`config.mk`:
```
export PLATFORM = sky130hd
export DESIGN_NAME = flash_nvm_ctrl
export DESIGN_NICKNAME = d
export VERILOG_FILES = /design/src/core/nvm_pkg.sv /design/src/core/flash_nvm_ctrl.sv /design/src/core/wbuf_mem.sv
export SDC_FILE = /design/constraint.sdc
export NUM_CORES = 2
export LEC_CHECK = 0
export BUFFER_PORTS_ARGS = -buffer_cell sky130_fd_sc_hd__buf_2
export CORE_MARGIN = 2
export CORE_UTILIZATION = 35
export CTS_CLUSTER_SIZE = 40
export DETAILED_ROUTE_END_ITERATION = 6
export GPL_TIMING_DRIVEN = 0
export PLACE_DENSITY = 0.54
export SLEW_MARGIN = 20
export SYNTH_ARGS = -nofsm -noshare
export SYNTH_HDL_FRONTEND = slang
export SYNTH_SLANG_ARGS = --single-unit
```
`constraint.sdc`:
```
create_clock -name pclk -period 4.7 [get_ports pclk]
set_clock_uncertainty 0.2 [all_clocks]
set_input_delay 0.47 -clock pclk [delete_from_list [all_inputs] [get_ports pclk]]
set_output_delay 0.47 -clock pclk [all_outputs]
set_load 0.02 [all_outputs]
```
`src/core/nvm_pkg.sv`:
```
// constants, offsets and command codes for the flash nonvolatile control block
package nvm_pkg;
	// internal memory areas, 1 Mbyte each, selected by address bits 27:20
	localparam logic [31:0] BOOT_BASE  = 32'h0000_0000;
	localparam logic [31:0] FLASH_BASE = 32'h0010_0000;
	localparam logic [31:0] SRAM_BASE  = 32'h0020_0000;
	localparam logic [31:0] ROM_BASE   = 32'h0030_0000;

	// apb register byte offsets
	localparam logic [7:0] OFF_MODE   = 8'h00;
	localparam logic [7:0] OFF_CMD    = 8'h04;
	localparam logic [7:0] OFF_STAT   = 8'h08;
	localparam logic [7:0] OFF_LOCK   = 8'h0C;
	localparam logic [7:0] OFF_REMAP  = 8'h10;

	// field positions
	localparam int MODE_WS_LSB  = 0;
	localparam int MODE_IE_DONE = 8;
	localparam int MODE_IE_LOCK = 9;
	localparam int CMD_CODE_LSB = 0;
	localparam int CMD_ARG_LSB  = 8;
	localparam int STAT_READY   = 0;
	localparam int STAT_LOCKE   = 1;
	localparam int STAT_SEC     = 4;
	localparam int STAT_GP_LSB  = 8;
	localparam int STAT_CAL_LSB = 16;
	localparam int STAT_REMAP   = 24;
	localparam int STAT_FAST    = 25;

	// reset values of the nonvolatile image
	localparam logic [1:0]  WS_RST    = 2'h0;
	localparam logic [2:0]  GPBIT_RST = 3'h0;
	localparam logic [31:0] LOCK_RST  = 32'h0;
	localparam logic        SEC_RST   = 1'b0;

	// sizes
	localparam int PAGE_W    = 11;
	localparam int NUM_LOCK  = 32;
	localparam int WBUF_AW   = 6;
	localparam int WBUF_DEPTH = 64;
	localparam int CNT_W     = 24;

	// command codes
	typedef enum logic [3:0] {
		CMD_PROG_ERASE = 4'h1,
		CMD_PROG       = 4'h2,
		CMD_SET_LOCK   = 4'h3,
		CMD_CLR_LOCK   = 4'h4,
		CMD_SET_GP     = 4'h5,
		CMD_CLR_GP     = 4'h6,
		CMD_SET_SEC    = 4'h7,
		CMD_FULL_ERASE = 4'h8
	} cmd_e;

	// timing
	localparam int unsigned CLK_MHZ         = 10;
	localparam int unsigned T_PROG_ERASE_US = 6000;
	localparam int unsigned T_PROG_US       = 3000;
	localparam int unsigned T_FULL_ERASE_US = 15000;
	localparam int unsigned T_DEBOUNCE_US   = 200000;
	localparam int unsigned T_ERASE_HOLD_MS = 220;
	localparam int unsigned PROG_ERASE_CYC  = T_PROG_ERASE_US * CLK_MHZ;
	localparam int unsigned PROG_CYC        = T_PROG_US * CLK_MHZ;
	localparam int unsigned FULL_ERASE_CYC  = T_FULL_ERASE_US * CLK_MHZ;
	localparam int unsigned DEBOUNCE_CYC    = T_DEBOUNCE_US * CLK_MHZ;
endpackage

```
`src/core/flash_nvm_ctrl.sv`:
```
// internal memory decode with remap, flash controller and nonvolatile control bits
// What this block does
// - sram at its fixed base always; also at zero once remap has run
// - boot rom decoded at its fixed base at all times
// - flash decoded at its fixed base at all times
// - flash also aliased at zero before remap, per boot bit 2
// - setting boot bit 2 boots from flash; erase pin clears it
// - 256-byte page write buffer filled by 32-bit bus writes
// - flash goes to standby whenever nothing reads or writes it
// - apb interface for wait states, commands, status and interrupt enables
// - two 32-bit prefetch words serve sequential 16-bit fetches
// - one controller per plane; read one plane while other programs
// - lock regions of 64 pages, 16 lock bits per controller
// - program or erase of a locked region aborts and interrupts
// - set-lock and clear-lock commands change region protection
// - erase pin clears every lock bit
// - security bit refuses debug and fast port flash accesses
// - security only set by command; cleared by erase pin plus full erase
// - boot bit 0 enables the brownout detector; erase pin clears it
// - boot bit 1 enables brownout reset; erase pin clears it
// - eight factory calibration bits are read-only and survive erase
// - busy lasts 6 ms, 3 ms or 15 ms per operation
// - test pin and port lines zero and one high enter fast mode
// - erase pin is recognised only after 200 ms of assertion
//
// Added by the designer: the register addresses and the APB slave port.
`timescale 1ns/1ps
`default_nettype none
module flash_nvm_ctrl #(
	parameter int unsigned PROG_ERASE_CYC = nvm_pkg::PROG_ERASE_CYC,
	parameter int unsigned PROG_CYC       = nvm_pkg::PROG_CYC,
	parameter int unsigned FULL_ERASE_CYC = nvm_pkg::FULL_ERASE_CYC,
	parameter int unsigned DEBOUNCE_CYC   = nvm_pkg::DEBOUNCE_CYC
) (
	input  wire logic                         pclk,
	input  wire logic                         presetn,
	input  wire logic                         psel,
	input  wire logic                         penable,
	input  wire logic                         pwrite,
	input  wire logic [7:0]                   paddr,
	input  wire logic [31:0]                  pwdata,
	output var  logic [31:0]                  prdata_ff,
	output var  logic                         pready_ff,
	output var  logic                         pslverr_ff,
	input  wire logic                         bus_valid,
	input  wire logic                         bus_write,
	input  wire logic                         bus_fetch16,
	input  wire logic                         bus_dbg,
	input  wire logic [31:0]                  bus_addr,
	input  wire logic [31:0]                  bus_wdata,
	output var  logic                         hit_sram_ff,
	output var  logic                         hit_rom_ff,
	output var  logic                         hit_flash_ff,
	output var  logic                         bus_abort_ff,
	output var  logic                         bus_busy_ff,
	output var  logic                         pf_hit_ff,
	output var  logic [31:0]                  bus_rdata_ff,
	output var  logic                         flash_rd_ff,
	output var  logic [19:0]                  flash_addr_ff,
	input  wire logic                         flash_rvalid,
	input  wire logic [63:0]                  flash_rdata,
	output var  logic                         flash_standby_ff,
	output var  logic [1:0]                   plane_busy_ff,
	output var  logic [3:0]                   flash_op_ff,
	output var  logic [nvm_pkg::PAGE_W-1:0]   flash_page_ff,
	input  wire logic [nvm_pkg::WBUF_AW-1:0]  wbuf_raddr,
	output var  logic [31:0]                  wbuf_rdata_ff,
	input  wire logic                         erase_pin,
	input  wire logic                         test_mode_pin,
	input  wire logic                         port_a_line_zero,
	input  wire logic                         port_a_line_one,
	input  wire logic [7:0]                   cal_fuse,
	output var  logic                         fast_prog_mode_ff,
	output var  logic                         brownout_en_ff,
	output var  logic                         brownout_rst_ff,
	output var  logic [1:0]                   wait_states_ff,
	output var  logic                         irq_ff
);
	import nvm_pkg::*;

	logic [3:0]          sync1_ff;
	logic [3:0]          sync2_ff;
	logic [CNT_W-1:0]    deb_cnt_ff;
	logic                erase_fired_ff;
	logic                remap_ff;
	logic [2:0]          gpbit_ff;
	logic [NUM_LOCK-1:0] lock_ff;
	logic                security_ff;
	logic                armed_ff;
	logic                ie_done_ff;
	logic                ie_lock_ff;
	logic                done_ff;
	logic                lockerr_ff;
	logic                full_run_ff;
	logic [7:0]          cal_ff;
	logic                cal_loaded_ff;
	logic                rd_pend_ff;
	logic                pf_valid_ff;
	logic [16:0]         pf_tag_ff;
	logic [63:0]         pf_data_ff;
	logic [CNT_W-1:0]    busy_cnt_ff [0:1];
	logic                run_ok;

	// area match on address bits 27:20 inside the 256 Mbyte internal space
	function automatic logic area_is(input logic [31:0] addr, input logic [31:0] base);
		area_is = (addr[31:28] == 4'h0) && (addr[27:20] == base[27:20]);
	endfunction

	// lock region of a page: 64 pages per region
	function automatic logic [4:0] lock_idx(input logic [PAGE_W-1:0] page);
		lock_idx = page[PAGE_W-1:6];
	endfunction

	// pin synchronisers: erase, test, port line zero, port line one
	always_ff @(posedge pclk or negedge presetn) begin
		if (!presetn) begin
			sync1_ff <= 4'h0;
			sync2_ff <= 4'h0;
		end else begin
			sync1_ff <= {port_a_line_one, port_a_line_zero, test_mode_pin, erase_pin};
			sync2_ff <= sync1_ff;
		end
	end

	// erase pin debounce
	wire erase_s   = sync2_ff[0];
	wire deb_full  = (deb_cnt_ff == CNT_W'(DEBOUNCE_CYC - 1));
	wire erase_hit = erase_s && deb_full && !erase_fired_ff;

	always_ff @(posedge pclk or negedge presetn) begin
		if (!presetn) begin
			deb_cnt_ff     <= '0;
			erase_fired_ff <= 1'b0;
		end else begin
			deb_cnt_ff     <= (!erase_s) ? '0 : (deb_full ? deb_cnt_ff : deb_cnt_ff + 1'b1);
			erase_fired_ff <= erase_s && (erase_fired_ff || deb_full);
		end
	end

	// address decode for bus masters
	wire [1:0] busy_w     = {busy_cnt_ff[1] != '0, busy_cnt_ff[0] != '0};
	wire       at_zero    = area_is(bus_addr, BOOT_BASE);
	wire       is_sram    = area_is(bus_addr, SRAM_BASE) || (at_zero && remap_ff);
	wire       is_rom     = area_is(bus_addr, ROM_BASE) || (at_zero && !remap_ff && !gpbit_ff[2]);
	wire       is_flash   = area_is(bus_addr, FLASH_BASE) || (at_zero && !remap_ff && gpbit_ff[2]);
	wire       fast_mode  = sync2_ff[1] && sync2_ff[2] && sync2_ff[3];
	wire       sec_block  = security_ff && (bus_dbg || fast_prog_mode_ff) && is_flash;
	wire       hit_busy   = is_flash && busy_w[bus_addr[18]];
	wire       pf_hit     = bus_valid && is_flash && bus_fetch16 && !bus_write && !sec_block
	                        && pf_valid_ff && (pf_tag_ff == bus_addr[19:3]);
	wire       do_abort   = bus_valid && (!(is_flash || is_sram || is_rom) || sec_block);
	wire       flash_go   = bus_valid && is_flash && !sec_block && !hit_busy;
	wire       flash_rdgo = flash_go && !bus_write && !pf_hit;
	wire       wbuf_wr    = flash_go && bus_write;

	// registered decode outputs toward the bus masters
	always_ff @(posedge pclk or negedge presetn) begin
		if (!presetn) begin
			hit_sram_ff  <= 1'b0;
			hit_rom_ff   <= 1'b0;
			hit_flash_ff <= 1'b0;
			bus_abort_ff <= 1'b0;
			bus_busy_ff  <= 1'b0;
			pf_hit_ff    <= 1'b0;
		end else begin
			hit_sram_ff  <= bus_valid && is_sram;
			hit_rom_ff   <= bus_valid && is_rom;
			hit_flash_ff <= bus_valid && is_flash && !sec_block;
			bus_abort_ff <= do_abort;
			bus_busy_ff  <= bus_valid && hit_busy && !sec_block;
			pf_hit_ff    <= pf_hit;
		end
	end

	// flash read request and prefetch pair
	always_ff @(posedge pclk or negedge presetn) begin
		if (!presetn) begin
			flash_rd_ff   <= 1'b0;
			flash_addr_ff <= 20'h0;
			rd_pend_ff    <= 1'b0;
			pf_valid_ff   <= 1'b0;
			pf_tag_ff     <= 17'h0;
			pf_data_ff    <= 64'h0;
			bus_rdata_ff  <= 32'h0;
		end else begin
			flash_rd_ff <= flash_rdgo;
			if (flash_go) begin
				flash_addr_ff <= bus_addr[19:0];
			end
			rd_pend_ff <= flash_rdgo || (rd_pend_ff && !flash_rvalid);
			if (flash_rvalid) begin
				pf_valid_ff  <= 1'b1;
				pf_tag_ff    <= flash_addr_ff[19:3];
				pf_data_ff   <= flash_rdata;
				bus_rdata_ff <= flash_addr_ff[2] ? flash_rdata[63:32] : flash_rdata[31:0];
			end else begin
				if (run_ok) begin
					pf_valid_ff <= 1'b0;
				end
				if (pf_hit) begin
					bus_rdata_ff <= bus_addr[2] ? pf_data_ff[63:32] : pf_data_ff[31:0];
				end
			end
		end
	end

	// standby whenever the array is idle
	always_ff @(posedge pclk or negedge presetn) begin
		if (!presetn) begin
			flash_standby_ff <= 1'b1;
		end else begin
			flash_standby_ff <= !(flash_rdgo || wbuf_wr || rd_pend_ff || (busy_w != 2'h0));
		end
	end

	// page write buffer
	wbuf_mem u_wbuf (
		.pclk     (pclk),
		.wr_en    (wbuf_wr),
		.waddr    (bus_addr[WBUF_AW+1:2]),
		.wdata    (bus_wdata),
		.raddr    (wbuf_raddr),
		.rdata_ff (wbuf_rdata_ff)
	);

	// apb decode
	wire apb_setup = psel && !penable;
	wire apb_acc   = psel && penable && pready_ff;
	wire apb_wr    = apb_acc && pwrite;
	wire mapped    = (paddr == OFF_MODE) || (paddr == OFF_CMD) || (paddr == OFF_STAT)
	                 || (paddr == OFF_LOCK) || (paddr == OFF_REMAP);
	wire stat_rd   = apb_acc && !pwrite && (paddr == OFF_STAT);

	// command decode
	wire                cmd_wr    = apb_wr && (paddr == OFF_CMD);
	wire [3:0]          cmd_code  = pwdata[CMD_CODE_LSB +: 4];
	wire [PAGE_W-1:0]   cmd_page  = pwdata[CMD_ARG_LSB +: PAGE_W];
	wire                cmd_plane = cmd_page[PAGE_W-1];
	wire                is_prog   = (cmd_code == CMD_PROG_ERASE) || (cmd_code == CMD_PROG);
	wire                is_full   = (cmd_code == CMD_FULL_ERASE);
	wire                cmd_free  = is_full ? (busy_w == 2'h0) : !busy_w[cmd_plane];
	wire                lock_hit  = is_prog ? lock_ff[lock_idx(cmd_page)] : (is_full && (lock_ff != '0));
	wire                cmd_take  = cmd_wr && cmd_free;
	wire                lock_abort = cmd_take && lock_hit;
	assign run_ok = cmd_take && !lock_hit;
	wire                timed     = is_prog || is_full;
	wire [1:0]          fin       = {busy_cnt_ff[1] == CNT_W'(1), busy_cnt_ff[0] == CNT_W'(1)};
	wire                sec_clear = fin[0] && full_run_ff && armed_ff;
	wire [CNT_W-1:0]    start_cyc = (cmd_code == CMD_PROG_ERASE) ? CNT_W'(PROG_ERASE_CYC)
	                              : (cmd_code == CMD_PROG) ? CNT_W'(PROG_CYC) : CNT_W'(FULL_ERASE_CYC);

	// per-plane busy counters
	always_ff @(posedge pclk or negedge presetn) begin
		if (!presetn) begin
			for (int i = 0; i < 2; i++) begin
				busy_cnt_ff[i] <= '0;
			end
		end else begin
			for (int i = 0; i < 2; i++) begin
				if (run_ok && timed && (is_full || (cmd_plane == i[0]))) begin
					busy_cnt_ff[i] <= start_cyc;
				end else if (busy_cnt_ff[i] != '0) begin
					busy_cnt_ff[i] <= busy_cnt_ff[i] - 1'b1;
				end
			end
		end
	end

	// operation shown to the array
	always_ff @(posedge pclk or negedge presetn) begin
		if (!presetn) begin
			plane_busy_ff <= 2'h0;
			flash_op_ff   <= 4'h0;
			flash_page_ff <= '0;
			full_run_ff   <= 1'b0;
		end else begin
			plane_busy_ff <= busy_w;
			if (run_ok && timed) begin
				flash_op_ff   <= cmd_code;
				flash_page_ff <= cmd_page;
			end
			full_run_ff <= (run_ok && is_full) || (full_run_ff && !fin[0]);
		end
	end

	// lock bits
	always_ff @(posedge pclk or negedge presetn) begin
		if (!presetn) begin
			lock_ff <= LOCK_RST;
		end else if (erase_hit) begin
			lock_ff <= '0;
		end else if (run_ok && (cmd_code == CMD_SET_LOCK)) begin
			lock_ff[lock_idx(cmd_page)] <= 1'b1;
		end else if (run_ok && (cmd_code == CMD_CLR_LOCK)) begin
			lock_ff[lock_idx(cmd_page)] <= 1'b0;
		end
	end

	// general-purpose nonvolatile bits
	always_ff @(posedge pclk or negedge presetn) begin
		if (!presetn) begin
			gpbit_ff <= GPBIT_RST;
		end else if (erase_hit) begin
			gpbit_ff <= 3'h0;
		end else if (run_ok && (cmd_code == CMD_SET_GP) && (cmd_page[1:0] != 2'h3)) begin
			gpbit_ff[cmd_page[1:0]] <= 1'b1;
		end else if (run_ok && (cmd_code == CMD_CLR_GP) && (cmd_page[1:0] != 2'h3)) begin
			gpbit_ff[cmd_page[1:0]] <= 1'b0;
		end
	end

	// security bit and erase arming
	always_ff @(posedge pclk or negedge presetn) begin
		if (!presetn) begin
			security_ff <= SEC_RST;
			armed_ff    <= 1'b0;
		end else begin
			if (run_ok && (cmd_code == CMD_SET_SEC)) begin
				security_ff <= 1'b1;
			end else if (sec_clear) begin
				security_ff <= 1'b0;
			end
			armed_ff <= erase_hit || (armed_ff && !sec_clear);
		end
	end

	// status flags: a new event wins over the clear by read
	always_ff @(posedge pclk or negedge presetn) begin
		if (!presetn) begin
			done_ff    <= 1'b0;
			lockerr_ff <= 1'b0;
			irq_ff     <= 1'b0;
		end else begin
			done_ff    <= (run_ok && !timed) || (fin != 2'h0) || (done_ff && !stat_rd);
			lockerr_ff <= lock_abort || (lockerr_ff && !stat_rd);
			irq_ff     <= (done_ff && ie_done_ff) || (lockerr_ff && ie_lock_ff);
		end
	end

	// mode, remap, pin-driven and boot-bit-driven outputs
	always_ff @(posedge pclk or negedge presetn) begin
		if (!presetn) begin
			wait_states_ff    <= WS_RST;
			ie_done_ff        <= 1'b0;
			ie_lock_ff        <= 1'b0;
			remap_ff          <= 1'b0;
			fast_prog_mode_ff <= 1'b0;
			brownout_en_ff    <= 1'b0;
			brownout_rst_ff   <= 1'b0;
		end else begin
			if (apb_wr && (paddr == OFF_MODE)) begin
				wait_states_ff <= pwdata[MODE_WS_LSB +: 2];
				ie_done_ff     <= pwdata[MODE_IE_DONE];
				ie_lock_ff     <= pwdata[MODE_IE_LOCK];
			end
			if (apb_wr && (paddr == OFF_REMAP) && pwdata[0]) begin
				remap_ff <= 1'b1;
			end
			fast_prog_mode_ff <= fast_mode;
			brownout_en_ff    <= gpbit_ff[0];
			brownout_rst_ff   <= gpbit_ff[1];
		end
	end

	// factory calibration captured once after reset release
	always_ff @(posedge pclk or negedge presetn) begin
		if (!presetn) begin
			cal_ff        <= 8'h0;
			cal_loaded_ff <= 1'b0;
		end else if (!cal_loaded_ff) begin
			cal_ff        <= cal_fuse;
			cal_loaded_ff <= 1'b1;
		end
	end

	// apb read data
	wire [31:0] mode_word = {22'h0, ie_lock_ff, ie_done_ff, 6'h0, wait_states_ff};
	wire [31:0] stat_word = {6'h0, fast_prog_mode_ff, remap_ff, cal_ff, 5'h0, gpbit_ff,
	                         3'h0, security_ff, 2'h0, lockerr_ff, busy_w == 2'h0};
	wire [31:0] rd_word   = (paddr == OFF_MODE) ? mode_word
	                      : (paddr == OFF_STAT) ? stat_word
	                      : (paddr == OFF_LOCK) ? lock_ff
	                      : (paddr == OFF_REMAP) ? {31'h0, remap_ff} : 32'h0;

	// zero-wait apb slave: answer prepared in the setup cycle
	always_ff @(posedge pclk or negedge presetn) begin
		if (!presetn) begin
			pready_ff  <= 1'b0;
			pslverr_ff <= 1'b0;
			prdata_ff  <= 32'h0;
		end else begin
			pready_ff  <= apb_setup;
			pslverr_ff <= apb_setup && !mapped;
			if (apb_setup && !pwrite) begin
				prdata_ff <= rd_word;
			end
		end
	end

	// checks
	abort_unmapped_a: assert property (@(posedge pclk) disable iff (!presetn)
		bus_valid && (bus_addr[31:22] != 10'h0) |=> bus_abort_ff && !hit_flash_ff)
		else $error("unmapped access not aborted");
	sram_alias_a: assert property (@(posedge pclk) disable iff (!presetn)
		bus_valid && at_zero && remap_ff |=> hit_sram_ff && !hit_rom_ff)
		else $error("sram not aliased at zero after remap");
	rom_fixed_a: assert property (@(posedge pclk) disable iff (!presetn)
		bus_valid && area_is(bus_addr, ROM_BASE) |=> hit_rom_ff)
		else $error("rom not decoded at its base");
	boot_flash_a: assert property (@(posedge pclk) disable iff (!presetn)
		bus_valid && at_zero && !remap_ff && gpbit_ff[2] && !security_ff |=> hit_flash_ff && !hit_rom_ff)
		else $error("flash not at zero with boot bit set");
	lock_abort_a: assert property (@(posedge pclk) disable iff (!presetn)
		lock_abort |=> lockerr_ff && $stable(flash_op_ff) ##1 irq_ff || !ie_lock_ff)
		else $error("locked command not aborted");
	erase_clear_a: assert property (@(posedge pclk) disable iff (!presetn)
		erase_hit |=> lock_ff == '0 && gpbit_ff == 3'h0 && $stable(cal_ff) ##1 !brownout_en_ff)
		else $error("erase pin did not clear nonvolatile bits");
	sec_refuse_a: assert property (@(posedge pclk) disable iff (!presetn)
		bus_valid && is_flash && security_ff && bus_dbg |=> bus_abort_ff && !flash_rd_ff)
		else $error("secured flash access not refused");
	prog_time_a: assert property (@(posedge pclk) disable iff (!presetn)
		run_ok && (cmd_code == CMD_PROG) && !cmd_plane |=> busy_cnt_ff[0] == CNT_W'(PROG_CYC))
		else $error("program busy time wrong");
	pf_serve_a: assert property (@(posedge pclk) disable iff (!presetn)
		pf_hit |=> pf_hit_ff && !flash_rd_ff)
		else $error("prefetch hit went to the array");
	standby_a: assert property (@(posedge pclk) disable iff (!presetn)
		!bus_valid && !rd_pend_ff && busy_w == 2'h0 |=> flash_standby_ff)
		else $error("idle flash not in standby");
	apb_ready_a: assert property (@(posedge pclk) disable iff (!presetn)
		psel && !penable |=> pready_ff ##1 !pready_ff)
		else $error("apb answer timing wrong");
endmodule
`default_nettype wire

```
`src/core/wbuf_mem.sv`:
```
// page write buffer memory, one write port and one registered read port
`timescale 1ns/1ps
`default_nettype none
module wbuf_mem (
	input  wire logic                       pclk,
	input  wire logic                       wr_en,
	input  wire logic [nvm_pkg::WBUF_AW-1:0] waddr,
	input  wire logic [31:0]                wdata,
	input  wire logic [nvm_pkg::WBUF_AW-1:0] raddr,
	output var  logic [31:0]                rdata_ff
);
	import nvm_pkg::*;

	logic [31:0] mem [0:WBUF_DEPTH-1];

	// storage has no reset, read data is registered
	always_ff @(posedge pclk) begin
		if (wr_en) begin
			mem[waddr] <= wdata;
		end
		rdata_ff <= mem[raddr];
	end
endmodule
`default_nettype wire

```
==> impl_metrics.csv <==
group,metric,value,unit
run_status,status,"finished, final reports clean",
die,start_util,35.2,%
power,comb_power_share,5.8,%
finish,drive_gt1_share,33.3,%
power,p_per_area,392,mW/mm²
synth,yosysTopAreaCellShare,65.1,%
critical_path,arrival,4880,ps
detailed_routing,routedWlPerCell,29.5,µm
critical_path,critPathLaunchType,"input port",
finish,multi_input_area,0.0234,mm²
critical_path,end_kind,"register",
synth,synth_edf_count,2048,
synth,synth.avg_cell_area,21.0,µm²
power,peakVddDrop,0.000313,V
sta,rsz0062_at_grt,"no",
die,std_cell_rows,190,
synth,async_flop_share,13.8,%
synth,synth_top_area_cell,"edfxtp_1",
synth,synth_seq_cells,2413,
finish,layout.nets,5614,
detailed_routing,ant_nets,0,
power,leakagePower,38.1,nW
synth,synthTopCellsByArea,"edfxtp_1 65%, mux4_2 16%, dfrtp_1 8.8%",
placement,place_congestion,0.855,
detailed_routing,vias,49497,
clocking,clock-root-buffer,"clkbuf_16",
clocking,htree_num_levels,4,
clocking,cts_tree,"yes",
power,intPower,34.9,mW
run,max-cap-violations,0,
sta,worstMarginPinSlew,1170,ps
power,seq_power_share,52.4,%
die,die_h,523,µm
die,fp.dieW,523,µm
sta,final-hold-violation-count,0,
power,switchingPower,9.82,mW
critical_path,path_class,"in2reg",
placement,placed_area,0.104,mm²
clocking,clk_pin_slew,60,ps
finish,n_fill_cell,23400,
synth,yosysUniqueCellTypes,85,
finish,layout_commonest_cell,"edfxtp_1",
sta,min_period,4480,ps
sta,fin_ws,221,ps
sta,drv_slew,0,
sta,max_freq,223,MHz
finish,fin_util,42.5,%
placement,dp_slack,-831,ps
critical_path,crit_fanout,16,
synth,seq_area_frac_synth,74.6,%
grt,antenna_found_initial,33,
detailed_routing,drtPass1Iterations,7,
detailed_routing,drt-total-wl,271000,µm
synth,syn-num-nets,4693,
critical_path,required,5100,ps
synth,synth_ff_type,"edfxtp_1",
grt,track_usage,19.7,%
placement,io_buffer_count,314,
synth,synthCells,4492,
detailed_routing,vias_per_cell,5.39,
clocking,clock-sinks,2413,
sta,setup_tns,0,ps
sta,setup_viol,0,
finish,final_cell_mix,"2048 x edfxtp_1, 666 x mux4_2, 332 x dfrtp_1, 318 x buf_2, 248 x clkbuf_16",
clocking,numCtsBuffers,244,
clocking,cts_max_path_buffers,4,
grt,grt_max_degree,96,
die,io_pins,345,
clocking,clk_latency,850,ps
detailed_routing,drc,0,
finish,seqCellArea,0.0705,mm²
placement,dp_cells,8474,
power,p_sw_share,22.0,%
finish,area_growth,20.7,%
sta,maxSlewHeadroom,22.0,%
detailed_routing,drtIter0Drc,5050,
synth,synth_area,0.0944,mm²
grt,grt_pass1_wl,385000,µm
sta,period_share,95.3,%
die,core_area,0.268,mm²
die,die-area,0.274,mm²
finish,finalInstanceArea,0.114,mm²
grt,overflow,0,
synth,ys_warn_count,0,
grt,grt_pass1_vias,50842,
finish,fin_cells,9179,
hold_path,hp-class,"in2async",
placement,place_hpwl,183000,µm
power,p_clk_share,41.8,%
-- worst max-delay path: stages --
cell and delay [ps]:
dlygate4sd3_1 530, buf_2 120, nor2_1 110, dlygate4sd3_1 570
nand4_1 130, dlygate4sd3_1 590, or3b_2 570, inv_2 150
and2_1 130, buf_2 180, nand4_1 110, buf_4 250
buf_6 170, nor2_4 480, buf_12 260
-- state kept, by name (all words and copies together), names as in the netlist, 2 cells and up --
signal	flops
bus_rdata_ff	32
busy_cnt_ff	48
cal_ff	8
deb_cnt_ff	24
flash_addr_ff	20
flash_op_ff	4
flash_page_ff	11
gpbit_ff	3
lock_ff	32
pf_data_ff	64
pf_tag_ff	17
plane_busy_ff	2
prdata_ff	32
sync1_ff	4
sync2_ff	4
u_wbuf.mem	2048
u_wbuf.rdata_ff	32
wait_states_ff	2
-- cells in the mapped netlist, drive strengths merged, types with 3 or more instances --
library cell / instances
a21boi: 8
a21o: 3
a21oi: 17
a221o: 3
a22o: 17
and2: 29
and3: 11
and4: 3
buf: 82
clkbuf: 153
dfrtp: 332
dfxtp: 32
edfxtp: 2048
ha: 5
inv: 20
mux2: 178
mux2i: 73
mux4: 666
nand2: 181
nand2b: 10
nand3: 64
nand3b: 8
nand4: 25
nand4b: 5
nor2: 114
nor2b: 43
nor3: 32
nor3b: 5
nor4: 32
nor4b: 3
o21a: 4
o21ai: 143
o22ai: 10
o31ai: 4
or2: 3
or3: 13
or3b: 5
or4: 6
or4b: 4
xnor2: 39
xor2: 38
-- metal layers --
metal	up-vias	routed length, µm	global-route usage, %	part of all wire, %
met5	-	54	0	0.020
li1	20380	-	-	-
met4	8	9810	6.57	3.6
met2	1918	127000	31.2	47
met3	420	20600	4.27	7.6
met1	26771	113000	27.1	42
-- power by group through the flow --
stage / Combinational, mW / Sequential (mW) / Clock [mW]
after floorplan: 1.15 / 23.9 / 0
after global placement: 2.43 / 23.9 / 0
after detailed placement: 2.51 / 23.9 / 0
after CTS: 2.62 / 23.4 / 19.1
after global routing: 2.76 / 23.4 / 19.9
final: 2.60 / 23.4 / 18.7
-- layout make-up --
class | count | share of cell area (%)
Sequential cell | 2413 | 61.8
Buffer | 235 | 0.912
Multi-Input combinational cell | 1824 | 20.5
Inverter | 20 | 0.0659
Tap cell | 3552 | 3.90
Clock buffer | 315 | 5.78
Clock inverter | 126 | 0.824
Antenna cell | 19 | 0.0417
Timing Repair Buffer | 675 | 6.12
-- path summary, 6_finish.rpt --
check                          startpoint                  to  slack [ps]  cells past startpoint
min in group pclk               erase_pin         sync1_ff[0]          70                      2
min reg2reg                   sync1_ff[0]         sync2_ff[0]         150                      0
max                          bus_addr[22]  u_wbuf.mem[11][31]         220                     15
max in group asynchronous         presetn         lock_ff[22]        3030                      4
min                               presetn       pf_data_ff[6]          30                      2
max reg2reg                busy_cnt_ff[0]  u_wbuf.mem[11][31]         340                     14
-- what timing repair did --
| action | 4_1_cts | 5_1_grt |
|---|---|---|
| hold buffers | 156 | 12 |
| pin swaps | 31 | 22 |
| setup endpoints to repair | 1858 | 584 |
| gates resized for setup | 3 | 5 |
| setup buffers | 41 | 34 |
| endpoints found under the hold margin | 1279 | 467 |
-- kinds of logic after synthesis --
family	count (synthesis)	share of synthesized area (%)
AO/OA/AOI/OAI	226	1.43
XOR/XNOR	77	0.714
adder cells (fa/ha/maj)	5	0.0662
buffers and inverters	255	1.12
flip-flops	2413	74.6
multiplexers	917	18.8
other	1	0.00397
AND/OR/NAND/NOR	598	3.24
-- stage by stage --
stage,total power [mW],hold WS (ps)
after CTS,45.1,0.416
after global routing,46.1,35.9
after floorplan,25.1,-25.6
after global placement,26.3,132
after detailed placement,26.4,135
final,44.7,28.8
Power figures use the tool's default switching activity.
